[config.mk]
export PLATFORM = sky130hd
export DESIGN_NAME = nibble_decoder_core
export DESIGN_NICKNAME = d
export VERILOG_FILES = /design/src/inc/nibble_core_pkg.sv /design/src/hw/data_nibble_mem.sv /design/src/hw/nibble_decoder_core.sv
export SDC_FILE = /design/constraint.sdc
export NUM_CORES = 2
export LEC_CHECK = 0
export BUFFER_PORTS_ARGS = -buffer_cell sky130_fd_sc_hd__buf_2
export CORE_MARGIN = 2
export CORE_UTILIZATION = 29
export CTS_CLUSTER_SIZE = 10
export DETAILED_ROUTE_END_ITERATION = 6
export GPL_ROUTABILITY_DRIVEN = 0
export MAX_ROUTING_LAYER = met4
export SLEW_MARGIN = 20
export SYNTH_ARGS = -nofsm -noshare
export SYNTH_HDL_FRONTEND = slang
export SYNTH_SLANG_ARGS = --single-unit
[constraint.sdc]
create_clock -name mclk -period 34.5 [get_ports mclk]
set_input_delay 6.9 -clock mclk [delete_from_list [all_inputs] [get_ports mclk]]
set_output_delay 6.9 -clock mclk [all_outputs]
set_load 0.1 [all_outputs]
[src/inc/nibble_core_pkg.sv]
// shared constants, types and decode function for the nibble decoder core
package nibble_core_pkg;

  // ---------------------------------------------------------------
  // widths
  // ---------------------------------------------------------------
  localparam int DATA_W = 4;
  localparam int ADDR_W = 7;
  localparam int WR_W = 4;
  localparam int INSTR_W = 16;
  localparam int TADDR_W = 8;

  // ---------------------------------------------------------------
  // instruction field positions
  // ---------------------------------------------------------------
  localparam int OPC5_LSB = 11; // five-bit opcode, [15:11]
  localparam int OPC8_LSB = 8;  // eight-bit opcode, [15:8]
  localparam int OPC9_LSB = 7;  // nine-bit opcode, [15:7]
  localparam int WRM_LSB = 7;   // working register beside a memory address
  localparam int IMM_LSB = 4;   // immediate nibble
  localparam int WRI_LSB = 0;   // working register beside an immediate
  localparam int MEM_LSB = 0;   // direct memory address

  // ---------------------------------------------------------------
  // opcodes
  // ---------------------------------------------------------------
  localparam logic [4:0] OPC_MOVE_WR_TO_MEM = 5'h07;
  localparam logic [4:0] OPC_MOVE_MEM_TO_WR = 5'h0D;
  localparam logic [7:0] OPC_OR_IMM = 8'h1E;
  localparam logic [7:0] OPC_OR_STORE_IMM = 8'h1F;
  localparam logic [8:0] OPC_LOAD_PTR_LOW = 9'h130;
  localparam logic [8:0] OPC_LOAD_PTR_HIGH = 9'h131;
  localparam logic [8:0] OPC_TABLE_READ = 9'h132;
  localparam logic [8:0] OPC_OR_MEM = 9'h034;
  localparam logic [8:0] OPC_OR_STORE_MEM = 9'h03B;
  localparam logic [8:0] OPC_ROTATE_LEFT = 9'h099;

  // ---------------------------------------------------------------
  // reset values and timing
  // ---------------------------------------------------------------
  localparam logic [3:0] ACC_RST = 4'h0;
  localparam logic [3:0] PTR_RST = 4'h0;
  localparam logic [3:0] MEM_RST = 4'h0;
  localparam logic [2:0] WR_PAGE = 3'h0; // working registers sit at 00..0F
  localparam int TABLE_CYCLES = 2;

  // ---------------------------------------------------------------
  // types
  // ---------------------------------------------------------------
  typedef enum logic [3:0] {
    OP_NONE = 4'h0,
    OP_MOVE_WR_TO_MEM = 4'h1,
    OP_MOVE_MEM_TO_WR = 4'h2,
    OP_LOAD_PTR_LOW = 4'h3,
    OP_LOAD_PTR_HIGH = 4'h4,
    OP_TABLE_READ = 4'h5,
    OP_OR_MEM = 4'h6,
    OP_OR_IMM = 4'h7,
    OP_OR_STORE_MEM = 4'h8,
    OP_OR_STORE_IMM = 4'h9,
    OP_ROTATE_LEFT = 4'hA
  } op_t;

  typedef enum logic {
    ST_RUN = 1'b0,
    ST_TABLE = 1'b1
  } state_t;

  typedef struct packed {
    logic carry;
    logic zero;
  } flags_t;

  typedef struct packed {
    op_t op;
    logic [6:0] memAddr;
    logic [3:0] wrIdx;
    logic [3:0] imm;
  } decoded_t;

  // split an instruction word into operation and operands
  function automatic decoded_t decodeInstr(input logic [15:0] w);
    decoded_t d;
    d.op = OP_NONE;
    d.memAddr = w[MEM_LSB +: ADDR_W];
    d.wrIdx = w[WRM_LSB +: WR_W];
    d.imm = w[IMM_LSB +: DATA_W];
    if (w[OPC5_LSB +: 5] == OPC_MOVE_WR_TO_MEM) begin
      d.op = OP_MOVE_WR_TO_MEM;
    end else if (w[OPC5_LSB +: 5] == OPC_MOVE_MEM_TO_WR) begin
      d.op = OP_MOVE_MEM_TO_WR;
    end else if (w[OPC8_LSB +: 8] == OPC_OR_IMM) begin
      d.op = OP_OR_IMM;
      d.wrIdx = w[WRI_LSB +: WR_W];
    end else if (w[OPC8_LSB +: 8] == OPC_OR_STORE_IMM) begin
      d.op = OP_OR_STORE_IMM;
      d.wrIdx = w[WRI_LSB +: WR_W];
    end else begin
      case (w[OPC9_LSB +: 9])
        OPC_LOAD_PTR_LOW: d.op = OP_LOAD_PTR_LOW;
        OPC_LOAD_PTR_HIGH: d.op = OP_LOAD_PTR_HIGH;
        OPC_TABLE_READ: d.op = OP_TABLE_READ;
        OPC_OR_MEM: d.op = OP_OR_MEM;
        OPC_OR_STORE_MEM: d.op = OP_OR_STORE_MEM;
        OPC_ROTATE_LEFT: d.op = OP_ROTATE_LEFT;
        default: d.op = OP_NONE;
      endcase
    end
    return d;
  endfunction

endpackage

[src/hw/data_nibble_mem.sv]
// flip-flop data memory, one combinational read port, one write port
`timescale 1ns/1ps
module data_nibble_mem #(
  parameter int ADDR_W = 7,
  parameter int DATA_W = 4
) (
  input wire logic mclk,
  input wire logic rst,
  input wire logic [ADDR_W-1:0] rdAddr,
  output logic [DATA_W-1:0] rdData,
  input wire logic wrEn,
  input wire logic [ADDR_W-1:0] wrAddr,
  input wire logic [DATA_W-1:0] wrData
);
  localparam int DEPTH = 1 << ADDR_W;

  logic [DATA_W-1:0] memReg [DEPTH];

  // storage, cleared on reset
  always_ff @(posedge mclk or posedge rst) begin
    if (rst) begin
      for (int i = 0; i < DEPTH; i++) begin
        memReg[i] <= DATA_W'(nibble_core_pkg::MEM_RST);
      end
    end else if (wrEn) begin
      memReg[wrAddr] <= wrData;
    end
  end

  // read is asynchronous within the cycle
  assign rdData = memReg[rdAddr];
endmodule

[src/hw/nibble_decoder_core.sv]
// instruction decoder and datapath for move, table, or and rotate ops
`timescale 1ns/1ps
// ---------------------------------------------------------------
// ---------------------------------------------------------------
module nibble_decoder_core (
  input wire logic mclk,
  input wire logic rst,
  input wire logic instrValid,
  input wire logic [15:0] instrWord,
  input wire logic [3:0] tableData,
  output logic busy,
  output logic [3:0] acc,
  output nibble_core_pkg::flags_t flags,
  output logic [3:0] tablePtrLow,
  output logic [3:0] tablePtrHigh,
  output logic [7:0] tableAddr
);

  // ---------------------------------------------------------------
  // state and datapath signals
  // ---------------------------------------------------------------
  nibble_core_pkg::state_t stateReg;
  nibble_core_pkg::decoded_t dec;
  nibble_core_pkg::op_t op;
  logic accept;
  logic [3:0] accReg;
  logic carryReg;
  logic zeroReg;
  logic [3:0] ptrLowReg;
  logic [3:0] ptrHighReg;
  logic [7:0] tableAddrReg;
  logic [6:0] pendAddrReg;
  logic [6:0] rdAddr;
  logic [6:0] wrRegAddr;
  logic [3:0] rdData;
  logic wrEn;
  logic [6:0] wrAddr;
  logic [3:0] wrData;
  logic accLoad;
  logic [3:0] accNext;
  logic carryLoad;
  logic carryNext;

  // ---------------------------------------------------------------
  // decode
  // ---------------------------------------------------------------
  // a new instruction is taken only while not in a table read
  assign accept = instrValid && (stateReg == nibble_core_pkg::ST_RUN);
  assign dec = nibble_core_pkg::decodeInstr(instrWord);
  assign op = accept ? dec.op : nibble_core_pkg::OP_NONE;
  assign wrRegAddr = {nibble_core_pkg::WR_PAGE, dec.wrIdx};

  // read the working register for register-sourced ops, else memory
  always_comb begin
    case (op)
      nibble_core_pkg::OP_MOVE_WR_TO_MEM,
      nibble_core_pkg::OP_OR_IMM,
      nibble_core_pkg::OP_OR_STORE_IMM: rdAddr = wrRegAddr;
      default: rdAddr = dec.memAddr;
    endcase
  end

  data_nibble_mem #(
    .ADDR_W(nibble_core_pkg::ADDR_W),
    .DATA_W(nibble_core_pkg::DATA_W)
  ) u_mem (
    .mclk(mclk),
    .rst(rst),
    .rdAddr(rdAddr),
    .rdData(rdData),
    .wrEn(wrEn),
    .wrAddr(wrAddr),
    .wrData(wrData)
  );

  // ---------------------------------------------------------------
  // execute
  // ---------------------------------------------------------------
  // result, write port and flag updates per operation
  always_comb begin
    wrEn = 1'b0;
    wrAddr = dec.memAddr;
    wrData = rdData;
    accLoad = 1'b0;
    accNext = accReg;
    carryLoad = 1'b0;
    carryNext = carryReg;
    if (stateReg == nibble_core_pkg::ST_TABLE) begin
      wrEn = 1'b1;
      wrAddr = pendAddrReg;
      wrData = tableData;
    end else begin
      case (op)
        nibble_core_pkg::OP_MOVE_WR_TO_MEM: begin
          accLoad = 1'b1;
          accNext = rdData;
          wrEn = 1'b1;
        end
        nibble_core_pkg::OP_MOVE_MEM_TO_WR: begin
          accLoad = 1'b1;
          accNext = rdData;
          wrEn = 1'b1;
          wrAddr = wrRegAddr;
        end
        nibble_core_pkg::OP_OR_MEM: begin
          accLoad = 1'b1;
          accNext = rdData | accReg;
        end
        nibble_core_pkg::OP_OR_IMM: begin
          accLoad = 1'b1;
          accNext = rdData | dec.imm;
        end
        nibble_core_pkg::OP_OR_STORE_MEM: begin
          accLoad = 1'b1;
          accNext = rdData | accReg;
          wrEn = 1'b1;
          wrData = accNext;
        end
        nibble_core_pkg::OP_OR_STORE_IMM: begin
          accLoad = 1'b1;
          accNext = rdData | dec.imm;
          wrEn = 1'b1;
          wrAddr = wrRegAddr;
          wrData = accNext;
        end
        nibble_core_pkg::OP_ROTATE_LEFT: begin
          accLoad = 1'b1;
          accNext = {rdData[2:0], carryReg};
          carryLoad = 1'b1;
          carryNext = rdData[3];
          wrEn = 1'b1;
          wrData = accNext;
        end
        default: begin
          accLoad = 1'b0;
        end
      endcase
    end
  end

  // accumulator and zero flag
  always_ff @(posedge mclk or posedge rst) begin
    if (rst) begin
      accReg <= nibble_core_pkg::ACC_RST;
      zeroReg <= 1'b0;
    end else if (accLoad) begin
      accReg <= accNext;
      zeroReg <= (accNext == 4'h0);
    end
  end

  // carry flag, touched only by the rotate
  always_ff @(posedge mclk or posedge rst) begin
    if (rst) begin
      carryReg <= 1'b0;
    end else if (carryLoad) begin
      carryReg <= carryNext;
    end
  end

  // table pointers, flags left alone
  always_ff @(posedge mclk or posedge rst) begin
    if (rst) begin
      ptrLowReg <= nibble_core_pkg::PTR_RST;
      ptrHighReg <= nibble_core_pkg::PTR_RST;
    end else begin
      if (op == nibble_core_pkg::OP_LOAD_PTR_LOW) begin
        ptrLowReg <= rdData;
      end
      if (op == nibble_core_pkg::OP_LOAD_PTR_HIGH) begin
        ptrHighReg <= rdData;
      end
    end
  end

  // table read sequencer: address out, then capture the nibble
  always_ff @(posedge mclk or posedge rst) begin
    if (rst) begin
      stateReg <= nibble_core_pkg::ST_RUN;
      tableAddrReg <= 8'h00;
      pendAddrReg <= 7'h00;
    end else begin
      case (stateReg)
        nibble_core_pkg::ST_RUN: begin
          if (op == nibble_core_pkg::OP_TABLE_READ) begin
            stateReg <= nibble_core_pkg::ST_TABLE;
            tableAddrReg <= {ptrHighReg, ptrLowReg};
            pendAddrReg <= dec.memAddr;
          end
        end
        nibble_core_pkg::ST_TABLE: begin
          stateReg <= nibble_core_pkg::ST_RUN;
        end
        default: begin
          stateReg <= nibble_core_pkg::ST_RUN;
        end
      endcase
    end
  end

  // ---------------------------------------------------------------
  // outputs
  // ---------------------------------------------------------------
  assign busy = (stateReg == nibble_core_pkg::ST_TABLE);
  assign acc = accReg;
  assign flags = '{carry: carryReg, zero: zeroReg};
  assign tablePtrLow = ptrLowReg;
  assign tablePtrHigh = ptrHighReg;
  assign tableAddr = tableAddrReg;

  // ---------------------------------------------------------------
  // assertions
  // ---------------------------------------------------------------
  a_move_wr_mem: assert property (@(posedge mclk) disable iff (rst)
    op == nibble_core_pkg::OP_MOVE_WR_TO_MEM
      |-> wrEn && wrAddr == dec.memAddr ##1 accReg == $past(rdData))
    else $error("wr to mem move wrong");
  a_move_mem_wr: assert property (@(posedge mclk) disable iff (rst)
    op == nibble_core_pkg::OP_MOVE_MEM_TO_WR
      |-> wrEn && wrAddr[6:4] == 3'h0 && wrData == rdData
      ##1 accReg == $past(wrData))
    else $error("mem to wr move wrong");
  a_ptr_low: assert property (@(posedge mclk) disable iff (rst)
    op == nibble_core_pkg::OP_LOAD_PTR_LOW
      |=> ptrLowReg == $past(rdData) && $stable(flags) && $stable(accReg))
    else $error("low pointer load wrong");
  a_ptr_high: assert property (@(posedge mclk) disable iff (rst)
    op == nibble_core_pkg::OP_LOAD_PTR_HIGH
      |=> ptrHighReg == $past(rdData) && $stable(flags))
    else $error("high pointer load wrong");
  a_table_read: assert property (@(posedge mclk) disable iff (rst)
    op == nibble_core_pkg::OP_TABLE_READ
      |=> busy && tableAddr == {$past(ptrHighReg), $past(ptrLowReg)}
      && wrEn && wrAddr == $past(dec.memAddr) && wrData == tableData
      && $stable(flags) && $stable(accReg) ##1 !busy)
    else $error("table read sequence wrong");
  a_or_mem: assert property (@(posedge mclk) disable iff (rst)
    op == nibble_core_pkg::OP_OR_MEM
      |-> !wrEn ##1 accReg == ($past(rdData) | $past(accReg)))
    else $error("or into accumulator wrong");
  a_or_imm: assert property (@(posedge mclk) disable iff (rst)
    op == nibble_core_pkg::OP_OR_IMM
      |-> !wrEn ##1 accReg == ($past(rdData) | $past(dec.imm)))
    else $error("or immediate wrong");
  a_or_store: assert property (@(posedge mclk) disable iff (rst)
    op == nibble_core_pkg::OP_OR_STORE_MEM
      |-> wrEn && wrAddr == dec.memAddr && wrData == (rdData | accReg)
      ##1 accReg == $past(wrData))
    else $error("or and store wrong");
  a_or_store_imm: assert property (@(posedge mclk) disable iff (rst)
    op == nibble_core_pkg::OP_OR_STORE_IMM
      |-> wrEn && wrAddr == wrRegAddr && wrData == (rdData | dec.imm)
      ##1 accReg == $past(wrData))
    else $error("or store immediate wrong");
  a_rotate_carry: assert property (@(posedge mclk) disable iff (rst)
    op == nibble_core_pkg::OP_ROTATE_LEFT
      |=> carryReg == $past(rdData[3])
      && accReg == {$past(rdData[2:0]), $past(carryReg)})
    else $error("rotate through carry wrong");
  a_zero_flag: assert property (@(posedge mclk) disable iff (rst)
    accLoad |=> zeroReg == (accReg == 4'h0))
    else $error("zero flag mismatch");
  a_flags_hold: assert property (@(posedge mclk) disable iff (rst)
    !accLoad && !carryLoad |=> $stable(flags) && $stable(accReg))
    else $error("flags or accumulator moved without an op");
endmodule

==> metrics.md <==
| Metric | Value |
|---|---|
| Setup TNS Final | 0 ps |
| Max_cap viols | 0 |
| Final hold violations | 0 |
| Largest net degree at the start of global routing | 182 |
| Hold slack | 472 ps |
| Hold path depth | 2 |
| Htree depth | 3 |
| Crit path max-delay family | buffers and inverters |
| Pre-CTS setup slack | 20500 ps |
| Psw | 414 µW |
| Detail Route Antenna Nets | 0 |
| Clock Skew | 36.3 ps |
| Sequential-to-total area share from yosys stat | 50.9% |
| Instance count on the critical path | 16 |
| Gate Count Post-Synth | 2796 |
| Hold_buf cts | 0 |
| Share of power burned in the clock network | 43.4% |
| Worst min path class | flop to flop |
| Dpl cell area | 28000 µm² |
| Final setup margin | 21250 ps |
| Slowest-stage cell, CP | buf_4 |
| Final period util | 38.4% |
| RSZ-0062 raised after global routing | false |
| Least-Margin Pin Slew | 1100 ps |
| DRC | 2 |
| Worst VDD drop | 32.0 µV |
| Final setup fails | 0 |
| TritonCTS clock tree | built |
| Startpoint types | input pin |
| Starting Density | 29.2% |
| Final non-filler cell total | 3974 |
| Die H | 307 µm |
| Max Root-Sink Buffers | 3 |
| Design area | 29900 µm² |
| Avg Cell Area, Syn | 9.53 µm² |
| Prevailing post-synth register cell | dfrtp_1 |
| Cts bufs inserted | 66 |
| DIE AREA | 94400 µm² |
| # Post-CTS Setup Buffers | 0 |
| Root buf cell | clkbuf_16 |
| 1st-pass router iterations | 7 |
| Quantity of I/O buffers inserted on ports | 45 |
| FF+latch count, synth | 542 |
| Slew Viols, Final | 0 |
| Crit-path most repeated cell | buf_4 |
| Synth Warn # | 0 |
| Sw Ratio | 28.5% |
| Antenna violations before repair | 0 |
| Min cycle time layout | 13250 ps |
| Row count | 111 |
| Routed WL per cell | 22.9 µm |
| Logic gate share of total power | 11.6% |
| Core ar. | 91400 µm² |
| Final HPWL DP | 55.1 mm |
| Synth Net Count | 2819 |
| Post-synth EDFFs | 0 |
| Peak Freq | 75.5 MHz |
| Internal | 1.04 mW |
| Clk Latency, worst-skew pair | 620 ps |
| Final WL | 90.9 mm |
| DP Cell Count | 3878 |
| Critical path type | input pin to flop |
| Critical Path AT | 13790 ps |
| Post-CTS Resized | 0 |
| WP buf/inv | 5 |
| PD cells | 48.6 nW/µm² |
| Status | finished with violations |
| Fraction of registers with async set/reset | 100% |
| Detailed Route Iter0 Violations | 2308 |
| Netlist cell types | 93 |
| Clk slew on worst S/H paths | 50 ps |
| Vias in the first global route | 21.2k |
| IO Pins | 46 |
| Rel. slew slack | 25.9% |
| LEAKAGE | 13.0 nW |
| First-pass GRT wire length | 139 mm |
| CP Cell Sequence | buf_2 -> and4bb_1 -> buf_4 -> nand3_4 -> nand2_4 -> buf_4 -> nor2_1 -> a31oi_1 -> a211o_1 -> o211ai_1 -> a31oi_1 -> a21oi_1 -> o31ai_4 -> buf_4 -> buf_4 -> mux2_2 |
| GRT overflow | 0 |
| Layout cells sized above 1 | 14.4% |
| Global Route Usage Sum | 19.7% |
| DIE WIDTH | 307 µm |
| Crit-path max FO | 74 |
| # clock sinks | 542 |
| Vias per Instance | 5.57 |
| Violated checks | DRC |
| Area of the mapped netlist | 26700 µm² |
| Nets@finish | 2784 |
| Area growth syn-to-layout | 12.1% |
| Via count | 22.1k |
| Flop pwr share | 45.0% |
| Slowest stage delay, CP | 810 ps |
| R2R cell count | 15 |
| CP required | 35040 ps |
| Worst setup EP type | flop |
==> metal layers <==
layer	track usage, %	part of all wire (%)
met1	26.7	43
met2	28.9	44
met3	3.71	8.3
met4	8.24	4.1
met5	-	0
==> Yosys cell counts (14+ instances only) <==
library cell / n / area (µm²)
mux2i_1: 53 / 531
a311oi_1: 23 / 201
a21oi_1: 65 / 325
nand3_1: 60 / 300
a2111oi_0: 17 / 149
nand2_1: 675 / 2530
dfrtp_1: 542 / 13600
a211oi_1: 96 / 721
nor2_1: 53 / 199
o21ai_2: 23 / 201
mux2_2: 154 / 1730
clkbuf_1: 82 / 308
buf_4: 17 / 128
buf_2: 94 / 470
nand2b_1: 15 / 93.8
and3_1: 100 / 626
nand4_1: 14 / 87.6
o21ai_0: 342 / 1710
nor3_1: 14 / 70.1
o21ai_1: 86 / 430
a31oi_1: 21 / 131
inv_1: 20 / 75.1
a221oi_1: 14 / 123
==> registers in the layout, indices dropped and copies added (netlist names) <==
register      flops
acc               4
tableAddr         8
u_mem.memReg    512
carryReg          1
busy              1
tablePtrHigh      4
pendAddrReg       7
tablePtrLow       4
zeroReg           1
==> layout by cell type (no fill, tap or decap), types with 10 or more instances in the layout <==
master and instances:
mux2i_1 53, a2111oi_0 17, clkbuf_16 67, o21ai_0 341, a221oi_1 14, nor4_1 11
a31oi_1 20, nand3_1 60, a22oi_1 11, a21oi_1 65, nand2_1 675, nand4_1 14
and3_1 100, mux2_2 154, a211oi_1 96, buf_2 45, or4_1 12, o21ai_1 87
nand2b_1 15, inv_1 19, nor2_1 44, nor3_1 14, o21ai_2 22, clkbuf_1 14
a311oi_1 23, buf_4 52, o31ai_1 12, dfrtp_1 542, a211o_1 13, a32oi_1 10
==> kinds of logic after synthesis <==
kind of cell / count (synthesis) / synth area share, %
xor+xnor: 2 / 0.0657
flops: 542 / 50.9
buf+inv: 224 / 4.00
mux: 211 / 8.83
simple gates: 989 / 16.5
compound gates: 828 / 19.7
==> stage by stage <==
| step | power [mW] | util [%] |
|---|---|---|
| 2_1_floorplan | 0.775 | - |
| 3_3_place_gp | 0.830 | 30.6 |
| 3_5_place_dp | 0.831 | 30.6 |
| 4_1_cts | 1.46 | 32.7 |
| 5_1_grt | 1.50 | 32.7 |
| 6_report | 1.45 | 32.7 |
==> worst min-delay path, delay by kind of cell, from the launching register on <==
| kind | cells | cell delay (ps) |
|---|---|---|
| flip-flops | 1 | 330 |
| AO/OA/AOI/OAI | 1 | 60 |
| AND/OR/NAND/NOR | 1 | 40 |
==> area by class of cell <==
cell class	count	area, µm²
clock inverters	8	77.6
fillers	9332	61500
clock buffers	85	1780
inverters	20	82.6
diodes	2	5.00
flip-flops and latches	542	13600
well taps	1186	1480
repair buffers	101	694
multi-input cells	2030	12200
==> path summary, 6_finish.rpt <==
| check | startpoint | to | slack (ps) |
|---|---|---|---|
| worst max-delay path | instrWord[13] | u_mem.memReg[44] | 21250 |
| worst min-delay path | u_mem.memReg[103] | u_mem.memReg[103] | 470 |
| worst max register to register | busy | u_mem.memReg[44] | 26830 |
| worst min register to register | u_mem.memReg[103] | u_mem.memReg[103] | 470 |
| max in group asynchronous | rst | u_mem.memReg[11] | 25330 |
| min in group asynchronous | rst | u_mem.memReg[325] | 6450 |
==> power by group through the flow <==
stage | sequential, mW | clock, mW | combinational [mW]
2_1_floorplan | 0.679 | 0 | 0.0957
3_3_place_gp | 0.664 | 0 | 0.166
3_5_place_dp | 0.664 | 0 | 0.167
4_1_cts | 0.653 | 0.643 | 0.167
5_1_grt | 0.654 | 0.668 | 0.179
6_report | 0.653 | 0.631 | 0.169
(Power assumes the default switching activity.)
